[src/verilog/uie_pkg.sv]
// Purpose: Constants and carrier types for the UART interrupt-enable and status block
// Assumes: Eight-bit register port, synchronous strobes, one clock
// Notes: Enhanced registers are visible only under the special line control value
//
// Notes on behaviour
// - FIFO and receive enable on: receive interrupt while fill is at or above trigger.
// - Source code shows receive level; it and the interrupt clear together below trigger.
// - Data-ready bit sets on any character entering the FIFO, clears when empty.
// - FIFOs on and mask bits 0-3 clear gives polled mode.
// - Overrun bit sets on receive overrun; FIFO contents may be invalid.
// - Status bits 2-4 show errors of the character at the holding position.
// - Bit 5 while holding register empty; bit 6 while FIFO and shifter empty.
// - Bit 7 set while any character in the receive FIFO carries an error.
// - Receive interrupt: character present without FIFO, trigger reached with FIFO.
// - Transmit interrupt: holding empties without FIFO, fill below trigger with FIFO.
// - Enabling transmit interrupt while holding register empty raises it at once.
// - Line-status interrupt while an overrun or a latched character error event is pending.
// - Overrun raises line-status interrupt as soon as the character arrives.
// - Errors interrupt on read-out by default, on reception when mode bit 6 set.
// - Modem-status enable passes modem change interrupts; masked when clear.
// - Sleep enable bit allows sleep; writable only with enhanced bit 4 set.
// - Enabled interrupt causes are reported in the interrupt source register.
// - Source bit 0 reads zero while pending, one when idle.
// - Status read clears line-status interrupt; holding read clears time-out.

package uie_pkg;
	// ****************************************
	// Register offsets
	// ****************************************
	localparam logic [2:0] ADDR_HOLD = 3'h0;
	localparam logic [2:0] ADDR_MASK = 3'h1;
	localparam logic [2:0] ADDR_SRC = 3'h2;
	localparam logic [2:0] ADDR_LCTL = 3'h3;
	localparam logic [2:0] ADDR_LSTATE = 3'h5;
	localparam logic [2:0] ADDR_MODEM = 3'h6;
	localparam logic [2:0] ADDR_SPARE = 3'h7;
	localparam logic [2:0] ADDR_TRG = 3'h0;
	localparam logic [2:0] ADDR_FCTL = 3'h1;
	localparam logic [2:0] ADDR_EFR = 3'h2;
	localparam logic [2:0] ADDR_RES1 = 3'h4;
	localparam logic [2:0] ADDR_RES2 = 3'h5;
	localparam logic [2:0] ADDR_PAU1 = 3'h6;
	localparam logic [2:0] ADDR_PAU2 = 3'h7;
	localparam logic [7:0] LCTL_SPECIAL = 8'hbf;
	// ****************************************
	// Field positions
	// ****************************************
	localparam int EFR_ENH_BIT = 4;
	localparam int LCTL_DIV_BIT = 7;
	localparam int FCTL_EMS_BIT = 6;
	localparam int EMS_IMMED_BIT = 6;
	localparam int MASK_SLEEP_BIT = 4;
	// ****************************************
	// Reset values and source codes
	// ****************************************
	localparam logic [7:0] RST_ZERO = 8'h00;
	localparam logic [5:0] SRC_LINE = 6'h06;
	localparam logic [5:0] SRC_TMO = 6'h0c;
	localparam logic [5:0] SRC_RXRDY = 6'h04;
	localparam logic [5:0] SRC_TXRDY = 6'h02;
	localparam logic [5:0] SRC_MODEM = 6'h00;
	localparam logic [5:0] SRC_NONE = 6'h01;
	// ****************************************
	// Carrier types
	// ****************************************
	typedef struct packed {
		logic cs;
		logic rd;
		logic wr;
		logic [2:0] addr;
		logic [7:0] wdata;
	} uie_bus_t;
	typedef struct packed {
		logic [7:0] rx_count;
		logic [7:0] rx_head;
		logic [2:0] rx_head_err;
		logic rx_push;
		logic [2:0] rx_push_err;
		logic overrun;
		logic rx_timeout;
		logic [7:0] tx_count;
		logic tx_shift_empty;
		logic [3:0] modem_delta;
	} uie_line_t;
endpackage : uie_pkg

[src/verilog/uie_core.sv]
// Purpose: Interrupt enable, interrupt source and line status logic of a FIFO UART
// Assumes: Strobes are one-cycle pulses synchronous to clk_sys_in
// Notes: Read data and side effects take effect on the strobe's edge
`timescale 1ns/1ps

module uie_core (
	input wire logic clk_sys_in,
	input wire logic reset_in,
	input wire uie_pkg::uie_bus_t bus_in,
	input wire uie_pkg::uie_line_t line_in,
	output logic [7:0] rdata_out,
	output logic irq_out,
	output logic sleep_enable_out,
	output logic fifo_enable_out,
	output logic polled_mode_out,
	output logic rx_fifo_reset_out,
	output logic tx_fifo_reset_out,
	output logic rx_pop_out,
	output logic tx_push_out,
	output logic [7:0] tx_data_out
);
	import uie_pkg::*;

	// ****************************************
	// Trigger decoding
	// ****************************************
	function automatic logic [7:0] trig_level(input logic [1:0] table_sel, input logic [1:0] sel,
			input logic is_tx, input logic [7:0] prog);
		logic [7:0] lvl;
		lvl = 8'h01;
		case (table_sel)
			2'h0: begin
				if (!is_tx) begin
					case (sel)
						2'h0: lvl = 8'h01;
						2'h1: lvl = 8'h04;
						2'h2: lvl = 8'h08;
						default: lvl = 8'h0e;
					endcase
				end
			end
			2'h1: begin
				case ({is_tx, sel})
					3'h0: lvl = 8'h08;
					3'h1: lvl = 8'h10;
					3'h2: lvl = 8'h18;
					3'h3: lvl = 8'h1c;
					3'h4: lvl = 8'h10;
					3'h5: lvl = 8'h08;
					3'h6: lvl = 8'h18;
					default: lvl = 8'h1e;
				endcase
			end
			default: lvl = prog;
		endcase
		return lvl;
	endfunction : trig_level

	// ****************************************
	// Registers
	// ****************************************
	logic [7:0] line_control;
	logic [7:0] interrupt_mask;
	logic [7:0] enhanced_feature;
	logic [7:0] feature_control;
	logic [7:0] extended_mode_select;
	logic [7:0] tx_trigger_level_write;
	logic [7:0] resume_char_one;
	logic [7:0] resume_char_two;
	logic [7:0] pause_char_one;
	logic [7:0] pause_char_two;
	logic [7:0] scratch;
	logic fifo_en;
	logic [1:0] rx_trig_sel;
	logic [1:0] tx_trig_sel;
	logic overrun_flag;
	logic line_evt;
	logic tmo_flag;
	logic tx_flag;
	logic tx_cond_d;
	logic [7:0] err_count;

	// ****************************************
	// Address decode
	// ****************************************
	wire special = (line_control == LCTL_SPECIAL);
	wire divisor = line_control[LCTL_DIV_BIT];
	wire enh = enhanced_feature[EFR_ENH_BIT];
	wire rd = bus_in.cs && bus_in.rd;
	wire wr = bus_in.cs && bus_in.wr;
	wire normal = !special && !divisor;
	wire rd_hold = rd && normal && bus_in.addr == ADDR_HOLD;
	wire wr_hold = wr && normal && bus_in.addr == ADDR_HOLD;
	wire wr_mask = wr && normal && bus_in.addr == ADDR_MASK;
	wire rd_src = rd && !special && bus_in.addr == ADDR_SRC;
	wire wr_fifo = wr && !special && bus_in.addr == ADDR_SRC;
	wire wr_lctl = wr && bus_in.addr == ADDR_LCTL;
	wire rd_lstate = rd && !special && bus_in.addr == ADDR_LSTATE;
	wire wr_spare = wr && !special && bus_in.addr == ADDR_SPARE;
	wire wr_ems = wr_spare && feature_control[FCTL_EMS_BIT];
	wire wr_enh = wr && special;

	// ****************************************
	// Status terms
	// ****************************************
	wire [7:0] rx_trig = trig_level(feature_control[5:4], rx_trig_sel, 1'b0, tx_trigger_level_write);
	wire [7:0] tx_trig = trig_level(feature_control[5:4], tx_trig_sel, 1'b1, tx_trigger_level_write);
	wire rx_any = (line_in.rx_count != 8'h00);
	wire [2:0] head_err = rx_any ? line_in.rx_head_err : 3'h0;
	wire tx_empty = (line_in.tx_count == 8'h00);
	wire [7:0] line_state = {(err_count != 8'h00), tx_empty && line_in.tx_shift_empty, tx_empty,
		head_err, overrun_flag, rx_any};
	wire pop = rd_hold && rx_any;
	wire push_err = line_in.rx_push && (line_in.rx_push_err != 3'h0);
	wire pop_err = pop && (line_in.rx_head_err != 3'h0);
	wire immed = extended_mode_select[EMS_IMMED_BIT];
	wire line_set = (immed ? push_err : pop_err);
	wire rx_cond = fifo_en ? (line_in.rx_count >= rx_trig) : rx_any;
	wire tx_cond = fifo_en ? (line_in.tx_count < tx_trig) : tx_empty;

	// ****************************************
	// Pending causes through the mask
	// ****************************************
	wire pend_line = interrupt_mask[2] && (overrun_flag || line_evt);
	wire pend_tmo = interrupt_mask[0] && tmo_flag;
	wire pend_rx = interrupt_mask[0] && rx_cond;
	wire pend_tx = interrupt_mask[1] && tx_flag;
	wire pend_modem = interrupt_mask[3] && (line_in.modem_delta != 4'h0);
	wire pending = pend_line || pend_tmo || pend_rx || pend_tx || pend_modem;
	wire [5:0] src_code = pend_line ? SRC_LINE : pend_tmo ? SRC_TMO : pend_rx ? SRC_RXRDY :
		pend_tx ? SRC_TXRDY : pend_modem ? SRC_MODEM : SRC_NONE;
	wire [7:0] interrupt_source = {fifo_en, fifo_en, src_code};
	wire [7:0] mask_wdata = enh ? bus_in.wdata : {interrupt_mask[7:4], bus_in.wdata[3:0]};
	wire tx_enable_rise = wr_mask && bus_in.wdata[1] && !interrupt_mask[1];

	// ****************************************
	// Read data selection
	// ****************************************
	logic [7:0] next_rdata;
	always_comb begin
		next_rdata = 8'h00;
		if (special) begin
			case (bus_in.addr)
				ADDR_TRG: next_rdata = extended_mode_select[0] ? line_in.tx_count : line_in.rx_count;
				ADDR_FCTL: next_rdata = feature_control;
				ADDR_EFR: next_rdata = enhanced_feature;
				ADDR_RES1: next_rdata = resume_char_one;
				ADDR_RES2: next_rdata = resume_char_two;
				ADDR_PAU1: next_rdata = pause_char_one;
				ADDR_PAU2: next_rdata = pause_char_two;
				default: next_rdata = 8'h00;
			endcase
		end else begin
			case (bus_in.addr)
				ADDR_HOLD: next_rdata = divisor ? 8'h00 : line_in.rx_head;
				ADDR_MASK: next_rdata = divisor ? 8'h00 : interrupt_mask;
				ADDR_SRC: next_rdata = interrupt_source;
				ADDR_LCTL: next_rdata = line_control;
				ADDR_LSTATE: next_rdata = line_state;
				ADDR_MODEM: next_rdata = {4'h0, line_in.modem_delta};
				ADDR_SPARE: next_rdata = feature_control[FCTL_EMS_BIT] ? line_in.rx_count : scratch;
				default: next_rdata = 8'h00;
			endcase
		end
	end

	// ****************************************
	// Control registers
	// ****************************************
	always_ff @(posedge clk_sys_in) begin
		if (reset_in) begin
			line_control <= RST_ZERO;
			interrupt_mask <= RST_ZERO;
			scratch <= RST_ZERO;
		end else begin
			if (wr_lctl)
				line_control <= bus_in.wdata;
			if (wr_mask)
				interrupt_mask <= mask_wdata;
			if (wr_spare && !feature_control[FCTL_EMS_BIT])
				scratch <= bus_in.wdata;
		end
	end

	// Enhanced registers, special line control only
	always_ff @(posedge clk_sys_in) begin
		if (reset_in) begin
			enhanced_feature <= RST_ZERO;
			feature_control <= RST_ZERO;
			tx_trigger_level_write <= RST_ZERO;
			resume_char_one <= RST_ZERO;
			resume_char_two <= RST_ZERO;
			pause_char_one <= RST_ZERO;
			pause_char_two <= RST_ZERO;
		end else if (wr_enh) begin
			case (bus_in.addr)
				ADDR_TRG: tx_trigger_level_write <= bus_in.wdata;
				ADDR_FCTL: feature_control <= bus_in.wdata;
				ADDR_EFR: enhanced_feature <= bus_in.wdata;
				ADDR_RES1: resume_char_one <= bus_in.wdata;
				ADDR_RES2: resume_char_two <= bus_in.wdata;
				ADDR_PAU1: pause_char_one <= bus_in.wdata;
				ADDR_PAU2: pause_char_two <= bus_in.wdata;
				default: ;
			endcase
		end
	end

	// FIFO setup and extended mode
	always_ff @(posedge clk_sys_in) begin
		if (reset_in) begin
			fifo_en <= 1'b0;
			rx_trig_sel <= 2'h0;
			tx_trig_sel <= 2'h0;
			extended_mode_select <= RST_ZERO;
		end else begin
			if (wr_fifo) begin
				fifo_en <= bus_in.wdata[0];
				if (bus_in.wdata[0])
					rx_trig_sel <= bus_in.wdata[7:6];
				if (bus_in.wdata[0] && enh)
					tx_trig_sel <= bus_in.wdata[5:4];
			end
			if (wr_ems && enh)
				extended_mode_select <= bus_in.wdata;
		end
	end

	// ****************************************
	// Sticky event flags, set wins over clear
	// ****************************************
	always_ff @(posedge clk_sys_in) begin
		if (reset_in) begin
			overrun_flag <= 1'b0;
			line_evt <= 1'b0;
			tmo_flag <= 1'b0;
			tx_flag <= 1'b0;
			tx_cond_d <= 1'b1; // Idle level of an empty holder, no false edge
		end else begin
			overrun_flag <= line_in.overrun || (overrun_flag && !rd_lstate);
			line_evt <= line_set || (line_evt && !rd_lstate);
			tmo_flag <= line_in.rx_timeout || (tmo_flag && !rd_hold);
			tx_cond_d <= tx_cond;
			if ((tx_cond && !tx_cond_d) || (tx_enable_rise && tx_cond))
				tx_flag <= 1'b1;
			else if (wr_hold || (rd_src && src_code == SRC_TXRDY) || !tx_cond)
				tx_flag <= 1'b0;
		end
	end

	// Count of erroneous characters held in the receive FIFO
	always_ff @(posedge clk_sys_in) begin
		if (reset_in || (wr_fifo && bus_in.wdata[1] && bus_in.wdata[0]))
			err_count <= 8'h00;
		else if (push_err && !pop_err)
			err_count <= err_count + 8'h01;
		else if (pop_err && !push_err && err_count != 8'h00)
			err_count <= err_count - 8'h01;
	end

	// ****************************************
	// Registered outputs
	// ****************************************
	always_ff @(posedge clk_sys_in) begin
		if (reset_in) begin
			rdata_out <= 8'h00;
			irq_out <= 1'b0;
			sleep_enable_out <= 1'b0;
			fifo_enable_out <= 1'b0;
			polled_mode_out <= 1'b0;
			rx_fifo_reset_out <= 1'b0;
			tx_fifo_reset_out <= 1'b0;
			rx_pop_out <= 1'b0;
			tx_push_out <= 1'b0;
			tx_data_out <= 8'h00;
		end else begin
			if (rd)
				rdata_out <= next_rdata;
			irq_out <= pending;
			sleep_enable_out <= interrupt_mask[MASK_SLEEP_BIT];
			fifo_enable_out <= fifo_en;
			polled_mode_out <= fifo_en && (interrupt_mask[3:0] == 4'h0);
			rx_fifo_reset_out <= wr_fifo && bus_in.wdata[0] && bus_in.wdata[1];
			tx_fifo_reset_out <= wr_fifo && bus_in.wdata[0] && bus_in.wdata[2];
			rx_pop_out <= pop;
			tx_push_out <= wr_hold;
			if (wr_hold)
				tx_data_out <= bus_in.wdata;
		end
	end
endmodule : uie_core

[config.mk]
export PLATFORM = sky130hd
export DESIGN_NAME = uie_core
export DESIGN_NICKNAME = d
export VERILOG_FILES = /design/src/verilog/uie_pkg.sv /design/src/verilog/uie_core.sv
export SDC_FILE = /design/constraint.sdc
export NUM_CORES = 1
export LEC_CHECK = 0
export BUFFER_PORTS_ARGS = -buffer_cell sky130_fd_sc_hd__buf_2
export CAP_MARGIN = 20
export CORE_ASPECT_RATIO = 1.2
export CORE_MARGIN = 2
export CORE_UTILIZATION = 48
export CTS_BUF_LIST = sky130_fd_sc_hd__clkbuf_4
export CTS_CLUSTER_DIAMETER = 120
export CTS_CLUSTER_SIZE = 20
export DETAILED_ROUTE_END_ITERATION = 12
export PLACE_DENSITY = 0.7
export SYNTH_ARGS = -nofsm -noshare
export SYNTH_HDL_FRONTEND = slang
export SYNTH_SLANG_ARGS = --single-unit
[constraint.sdc]
create_clock -name clk_sys_in -period 2.9 [get_ports clk_sys_in]
set_input_delay 0.29 -clock clk_sys_in [delete_from_list [all_inputs] [get_ports clk_sys_in]]
set_output_delay 0.29 -clock clk_sys_in [all_outputs]
set_load 0.005 [all_outputs]
==> metrics.cfg, run 1 <==
[run_status]
outcome=finished, final reports clean

[worst_setup_path]
worstPathRequired_ps=3340
arrival_ps=3220
r2r_end=err_count[7]
worstReg2RegStart=line_control[7]
worstSetupEndpointType=flip-flop
cp_max_fo=9
path_cells=or4_4 -> a2111oi_4 -> or2b_4 -> ha_1 -> or3_1 -> o211ai_1 -> mux2i_1 -> xnor2_1 -> nor2_1
startpoint_type=flip-flop
crit_end=err_count[7]
reg2reg_depth=9
startpoint=line_control[7]
crit_slowest_cell=or4_4
crit_type=reg -> reg
cp_slowest_stage_delay_ps=560
ff2ff_setup_slack_ps=120

[logic_synthesis]
synth_enable_flop_cells=0
ys_seq_area_share_pct=38.12
syn-num-nets=849
synth_area_um2=6512
synthCells=773
yosysWarnings=0
avgSynthCellArea_um2=8.425
yosysUniqueCellTypes=72
ys.flop_type=dfxtp_1
asyncSetResetFlopFracSynth_pct=0
ys_seq_elements=124

[placement]
hpwl_um=15120
portBuffers=77
post-place-ws_ps=-16.06
place.gp.congestion=1.009
dp.cells=997

[clock_network]
clock_path_buffers=2
cts_sinks=124
clock_latency_ps=550
cts-buffers-inserted=17
h-tree-depth=4
cts_tree=built
root_buffer=clkbuf_4
clkTransAtPathRegs_ps=110

[cells_and_area]
seq_area_um2=2482
fillCellCount=1289
final_cell_mix=dfxtp_1, nand2_1, a21oi_1
fin_nets=928
final_cells=1032
multi_input_area_um2=3789
drive_gt1_share_pct=18.08
synthToLayoutAreaGrowth_pct=13.76
layout_commonest_cell=dfxtp_1

[grt]
track_usage_pct=29.30
grt_pass1_vias=5802
grt_max_degree=78
grt-ovfl-total=0
grt_pass1_wl_um=32020
antenna_found_initial=2

[route]
dr.pass1.iters=7
routed_wl_um=20880
vias=6200
drtIter0Drc=546
wl_per_cell_um=20.23
ant_nets=0
drc_errors=0
vias_per_cell=6.008

[floorplan]
core_area_um2=13240
rows=46
die_w_um=110.3
io_pins=78
fp.dieH_um=131.6
start_util_pct=49.20
dieArea_um2=14520

[timing]
fin_crit_sh_pct=95.83
worst_pin_slew_ps=809.6
min_period_ps=2779
hold_viol=0
finalSetupViolations=0
report.final.slew_viol_count=0
skew_ps=16.27
setup_ws_ps=121.0
max_slew_margin_pct=46.03
max_freq_mhz=359.8

[power_and_ir_drop]
leakagePower_nw=2.713
p_total_mw=3.406
ir_drop_v=0.0004355
p_per_area_nw_per_um2=459.7

[flow_run]
drv_cap=0

[min_path]
hold_start=bus_in[4]
hold_class=in -> reg

layer usage:
metal | track usage [%] | share of wire, % | vias up
met5 | 0 | 0 | -
met4 | 13.26 | 3.9 | 0
met3 | 5.208 | 6.5 | 46
met2 | 46.46 | 48 | 253
met1 | 38.33 | 41 | 2956
li1 | - | - | 2945
cells by family (layout without fill, tap and decap cells):
logic type,count (synthesis),in the layout,synth area share [%]
XOR/XNOR,7,7,0.9414
AND/OR/NAND/NOR,276,276,20.27
AO/OA/AOI/OAI,204,204,19.08
adder cells (fa/ha/maj),22,22,4.342
other,0,1,0
multiplexers,81,81,13.45
flip-flops,124,124,38.12
buffers and inverters,59,149,3.804
registers in the layout (all words and copies together), names as in the netlist, 2 cells and up:
register and count:
enhanced_feature 8, err_count 8, feature_control 8, interrupt_mask 8, line_control 8, pause_char_one 8
pause_char_two 8, rdata_out 8, resume_char_one 8, resume_char_two 8, scratch 8, tx_data_out 8
tx_trigger_level_write 8, extended_mode_select 2, rx_trig_sel 2, tx_trig_sel 2
worst min-delay path by stage:
| stage | to | slack [ps] | cells after the start |
|---|---|---|---|
| floorplan | overrun_flag | 410 | 2 |
| global placement | tx_data_out[7] | 440 | 2 |
| detailed placement | tx_data_out[6] | 440 | 2 |
| CTS | resume_char_two[7] | 140 | 3 |
| global route | tx_data_out[7] | 150 | 3 |
| finish | line_control[4] | 160 | 3 |
synthesized netlist by cell type, types with 3 or more instances:
master | number | share of area, %
a211oi_1 | 5 | 0.58
a21oi_1 | 84 | 6.5
a221oi_1 | 9 | 1.2
a31oi_1 | 5 | 0.48
and2_1 | 6 | 0.58
and3_1 | 3 | 0.29
buf_2 | 6 | 0.46
clkbuf_1 | 40 | 2.3
dfxtp_1 | 124 | 38
ha_1 | 21 | 4.0
inv_1 | 7 | 0.40
mux2i_1 | 74 | 11
mux4_2 | 5 | 1.7
nand2_1 | 101 | 5.8
nand2b_1 | 5 | 0.48
nand3_1 | 17 | 1.3
nor2_1 | 80 | 4.6
nor2b_1 | 15 | 1.4
nor3_1 | 9 | 0.69
nor3b_1 | 3 | 0.35
nor4_1 | 9 | 0.86
o2111ai_1 | 3 | 0.40
o211ai_1 | 5 | 0.58
o21ai_0 | 53 | 4.1
o21bai_1 | 3 | 0.35
o22ai_1 | 5 | 0.48
o31a_1 | 3 | 0.40
o41ai_1 | 3 | 0.40
or3_1 | 7 | 0.67
xnor2_1 | 5 | 0.67
critical path, delay by kind of cell, from the launching register on:
| kind | cells | cell delay, ps |
|---|---|---|
| AND/OR/NAND/NOR | 4 | 1230 |
| AO/OA/AOI/OAI | 2 | 460 |
| XOR/XNOR | 1 | 140 |
| adder cells (fa/ha/maj) | 1 | 280 |
| flip-flops | 1 | 320 |
| multiplexers | 1 | 240 |
stage by stage:
stage / hold slack (ps) / TNS (ps) / util (%) / cell area [um^2]
4_1_cts: 139.0 / 0 / 55.78 / 7385
2_1_floorplan: 407.4 / 0 / - / 6513
3_3_place_gp: 443.0 / 0 / 53.77 / 7118
5_1_grt: 147.0 / -1.146 / 55.96 / 7408
6_report: 159.5 / 0 / 55.96 / 7408
3_5_place_dp: 443.1 / -16.06 / 53.77 / 7118
power breakdown:
group | total, mW | internal, mW | switching (mW)
registers | 1.77 | 1.74 | 0.0343
clock network | 1.11 | 0.503 | 0.604
logic | 0.526 | 0.208 | 0.318
total | 3.41 | 2.45 | 0.956
what timing repair did:
action,in CTS,in global routing
hold endpoints to repair,2,0
resized for setup,0,2
hold buffers,2,0
buffers inserted,0,2
setup endpoints to repair,0,1
cell type report:
class	count	share of cell area [%]
inverters	8	0.4053
clock inverters	11	1.402
diodes	1	0.03378
flip-flops and latches	124	33.51
repair buffers	111	8.749
multi-input cells	590	51.14
clock buffers	19	1.925
well taps	168	2.837
No activity file was read; power rests on OpenSTA's default activity.
==> run 2: changes to the inputs <==
PLACE_DENSITY = 0.77   (was 0.7)
clock period = 2.5 ns   (was 2.9 ns; I/O delays follow)
==> run 2 against run 1 <==
Core utilization rose by 2.5 points. Clock-buffer cell count fell by 2. Clock power rose by 47%. Sequential power rose by 16%.
==> metrics.cfg, run 2 (same netlist as run 1, synthesis figures left out) <==
[grt]
track_usage_pct=28.45
grt-ovfl-total=0
grt_pass1_wl_um=31770
antenna_found_initial=1
grt_pass1_vias=6015
grt_max_degree=66

[worst_setup_path]
path_cells=inv_1 -> o31a_1 -> ha_1 -> a211o_1 -> a31oi_1 -> o21bai_2 -> a2111oi_1 -> nor4_1 -> nor3_1
cp_max_fo=5
worstSetupEndpointType=flip-flop
cp_slowest_stage_delay_ps=400
crit_slowest_cell=dfxtp_1
startpoint_type=flip-flop
worstPathRequired_ps=2970
arrival_ps=2900
ff2ff_setup_slack_ps=70
crit_type=reg -> reg

[timing]
min_period_ps=2429
report.final.slew_viol_count=0
max_slew_margin_pct=50.67
fin_tns_setup_ps=0
finalSetupViolations=0
worst_pin_slew_ps=735.0
skew_ps=20.50
max_freq_mhz=411.7
fin_crit_sh_pct=97.15
rsz0062_at_grt=yes
hold_viol=0

[power_and_ir_drop]
internal_power_mw=3.181
p_per_area_nw_per_um2=563.7
seqPwrFrac_pct=47.2
power_switching_mw=1.183
pwr-share-comb_pct=15.4
swShare_pct=27.10
clkPwrFrac_pct=37.5
ir_drop_v=0.0003704
leakagePower_nw=2.876

[floorplan]
io_pins=78
start_util_pct=49.20
dieArea_um2=14520
fp.dieH_um=131.6
die_w_um=110.3
rows=46
core_area_um2=13240

[route]
ant_nets=0
wl_per_cell_um=19.10
vias_per_cell=6.064
drtIter0Drc=645
routed_wl_um=20270
dr.pass1.iters=6
drc_errors=0
vias=6434

[clock_network]
clkTransAtPathRegs_ps=120
clock_latency_ps=540
cts-buffers-inserted=17
cts_sinks=124
cts_tree=built
clock_path_buffers=2
h-tree-depth=4
root_buffer=clkbuf_4

[cells_and_area]
final_cell_mix=dfxtp_1, nand2_1, a21oi_1
final_area_um2=7741
fillCellCount=1232
seq_area_um2=2485
layout_commonest_cell=dfxtp_1
multi_input_area_um2=3827
drive_gt1_share_pct=21.30
fin_util_pct=58.48
synthToLayoutAreaGrowth_pct=18.87
fin_nets=955

[placement]
portBuffers=77
placed_area_um2=7352
hpwl_um=14500
place.gp.congestion=1.018

[run_status]
outcome=finished, final reports clean

[min_path]
hold_class=in -> reg

[flow_run]
drv_cap=0

run 2: layer usage:
metal	up-vias	wire length (um)	share of wire, %	global-route usage (%)
met5	-	0	0	0
met4	0	1054	5.2	14.65
met3	77	1827	9.0	6.052
met2	349	9259	46	44.41
met1	3005	8128	40	36.45
li1	3003	-	-	-
run 2: what timing repair did:
action                                  in CTS  in global routing
cloned                                       0                  1
setup buffers                                0                  1
endpoints found under the hold margin        2                  0
endpoints found under the setup margin       2                  7
hold buffers                                 2                  0
gates resized for setup                      1                  7
run 2: power by group through the flow:
stage	Sequential [mW]	Clock, mW	Combinational, mW
6_report	2.06	1.63	0.671
5_1_grt	2.07	1.75	0.729
4_1_cts	2.06	1.64	0.658
3_5_place_dp	2.10	0	0.653
3_3_place_gp	2.10	0	0.642
2_1_floorplan	2.09	0	0.397
run 2: worst max-delay path, delay by kind of cell (launching register included):
family          cells  cell delay, ps
simple gates        2             270
flops               1             400
compound gates      5            1330
buf+inv             1              80
fa+ha+maj           1             290
run 2: cell type report:
cell class / count / share of cell area (%)
tap: 168 / 2.715
clock inverter: 15 / 2.618
multi-input combinational: 591 / 49.44
antenna: 1 / 0.03233
sequential: 124 / 32.10
clock buffer: 17 / 1.649
timing repair buffer: 137 / 11.06
inverter: 8 / 0.3879
run 2: worst paths after layout:
path                       start               to  cells past startpoint
setup / recovery  rx_trig_sel[0]     rdata_out[1]                      9
hold / removal         bus_in[4]  line_control[4]                      3
setup reg to reg  rx_trig_sel[0]     rdata_out[1]                      9
hold reg to reg   tx_data_out[2]   tx_data_out[2]                      2
run 2: stage by stage:
step | std cells | hold slack, ps | setup slack [ps] | total power [mW]
after detailed placement | 1024 | 443.0 | -145.3 | 2.755
after CTS | 1058 | 83.10 | 10.61 | 4.357
after floorplan | 773 | 367.4 | 36.29 | 2.488
after global placement | 1024 | 438.0 | -126.9 | 2.743
after global routing | 1061 | 73.04 | -83.24 | 4.541
final | 1061 | 120.6 | 71.28 | 4.364
==> run 3: changes to the inputs <==
PLACE_DENSITY = 0.71   (was 0.77)
==> run 3 against run 2 <==
The flow now finishes with violations (setup timing). Clock power barely moved. Non-clock buffer count rose by 10. Critical path depth increased by 1. First-iteration DRC count grew 14%. Clock skew shrank 5.1 ps. Register-to-register slack got worse by 180 ps. Final area grew 2.2%. Clock-buffer cell count grew 3. Routed wire length grew 7.3%. Cell count increased by 0.57%. Hold slack gained 9.6 ps. Largest cell class unchanged.
==> metrics.cfg, run 3 (same netlist as run 1, synthesis figures left out) <==
[timing]
hold_viol=0
worst_pin_slew_ps=825.7
hold_slack_ps=130.2
max_freq_mhz=383.1
setup_ws_ps=-110.1
report.final.slew_viol_count=0
max_slew_margin_pct=44.95
finalSetupViolations=2
rsz0062_at_grt=yes
fin_tns_setup_ps=-133.4
skew_ps=15.42
fin_crit_sh_pct=104.4
min_period_ps=2610

[placement]
placed_area_um2=7385
place.gp.congestion=1.061
portBuffers=77
post-place-ws_ps=-273.8
hpwl_um=15640
dp.cells=1030

[route]
ant_nets=0
vias=6466
routed_wl_um=21760
wl_per_cell_um=20.39
dr.pass1.iters=7
drc_errors=0
wl_met2_um=10500
m1WireLength_um=8623
vias_per_cell=6.060
routed.top_layer=met4
route.met3.wl_um=1540
drtIter0Drc=733

[cells_and_area]
drive_gt1_share_pct=23.83
final_cells=1067
fin_util_pct=59.77
final_area_um2=7913
synthToLayoutAreaGrowth_pct=21.50
final_cell_mix=dfxtp_1, nand2_1, a21oi_1
layout_commonest_cell=dfxtp_1
fin_nets=964

[clock_network]
clock_path_buffers=2
root_buffer=clkbuf_4
clkTransAtPathRegs_ps=100
cts_tree=built
h-tree-depth=4
cts_sinks=124
clock_latency_ps=540
cts-buffers-inserted=17

[worst_setup_path]
startpoint_type=flip-flop
worstPathRequired_ps=2940
arrival_ps=3050
reg2reg_depth=10
cp_max_fo=7
crit_type=reg -> reg
ff2ff_setup_slack_ps=-110
worstSetupEndpointType=flip-flop

[grt]
track_usage_pct=30.32
grt_pass1_wl_um=33420
grt_pass1_vias=6316
grt_max_degree=78
grt-ovfl-total=0
antenna_found_initial=1

[floorplan]
io_pins=78
fp.dieH_um=131.6
die_w_um=110.3
core_area_um2=13240
rows=46
dieArea_um2=14520
start_util_pct=49.20

[flow_run]
drv_cap=0

[power_and_ir_drop]
p_total_mw=4.410
leakagePower_nw=2.936
ir_drop_v=0.0003757
p_per_area_nw_per_um2=557.4

[run_status]
violations=setup timing
outcome=finished, violations left

[min_path]
hold_depth=3
hold_class=in -> reg

run 3: cell count changes in the layout (fill, tap and decap cells not counted), sizes merged:
cell | previous run | this run
clkinvlp | 2 | 0
or2b | 2 | 1
buf | 135 | 145
clkinv | 9 | 5
clkbuf | 17 | 20
run 3: layer usage:
| layer | GRT usage [%] | vias to the layer above |
|---|---|---|
| met3 | 5.605 | 75 |
| met5 | 0 | - |
| li1 | - | 3017 |
| met4 | 15.90 | 0 |
| met2 | 49.25 | 318 |
| met1 | 37.50 | 3056 |
run 3: layout make-up:
type / count / area (um^2)
inverter: 8 / 30.03
antenna: 1 / 2.502
multi-input combinational: 590 / 3929
timing repair buffer: 147 / 925.9
sequential: 124 / 2494
clock buffer: 20 / 150.1
tap: 168 / 210.2
fill: 1211 / 5325
clock inverter: 9 / 171.4
run 3: worst paths after layout:
check                  startpoint         endpoint
hold reg to reg          line_evt         line_evt
setup / recovery  line_control[7]     err_count[7]
setup reg to reg  line_control[7]     err_count[7]
hold / removal          bus_in[3]  line_control[3]
run 3: power by group:
part	total, mW	internal (mW)	switching [mW]
clock	1.62	0.905	0.711
combinational	0.733	0.319	0.414
sequential	2.06	2.01	0.0467
run 3: critical path, cell delays in order, from the launching register on:
cell	delay [ps]
dfxtp_2	330
or4_4	450
a2111oi_4	280
or2b_4	260
buf_6	120
ha_4	190
or3_1	340
o211ai_1	110
mux2i_1	250
xnor2_1	140
nor2_1	50
run 3: timing repair:
item                                    in CTS  in global routing
endpoints found under the hold margin        2                  0
setup buffers                                2                  3
resized for setup                            6                 26
hold buffers                                 2                  0
gates cloned                                 0                  0
pin swaps                                    0                  4
endpoints found under the setup margin       4                  8
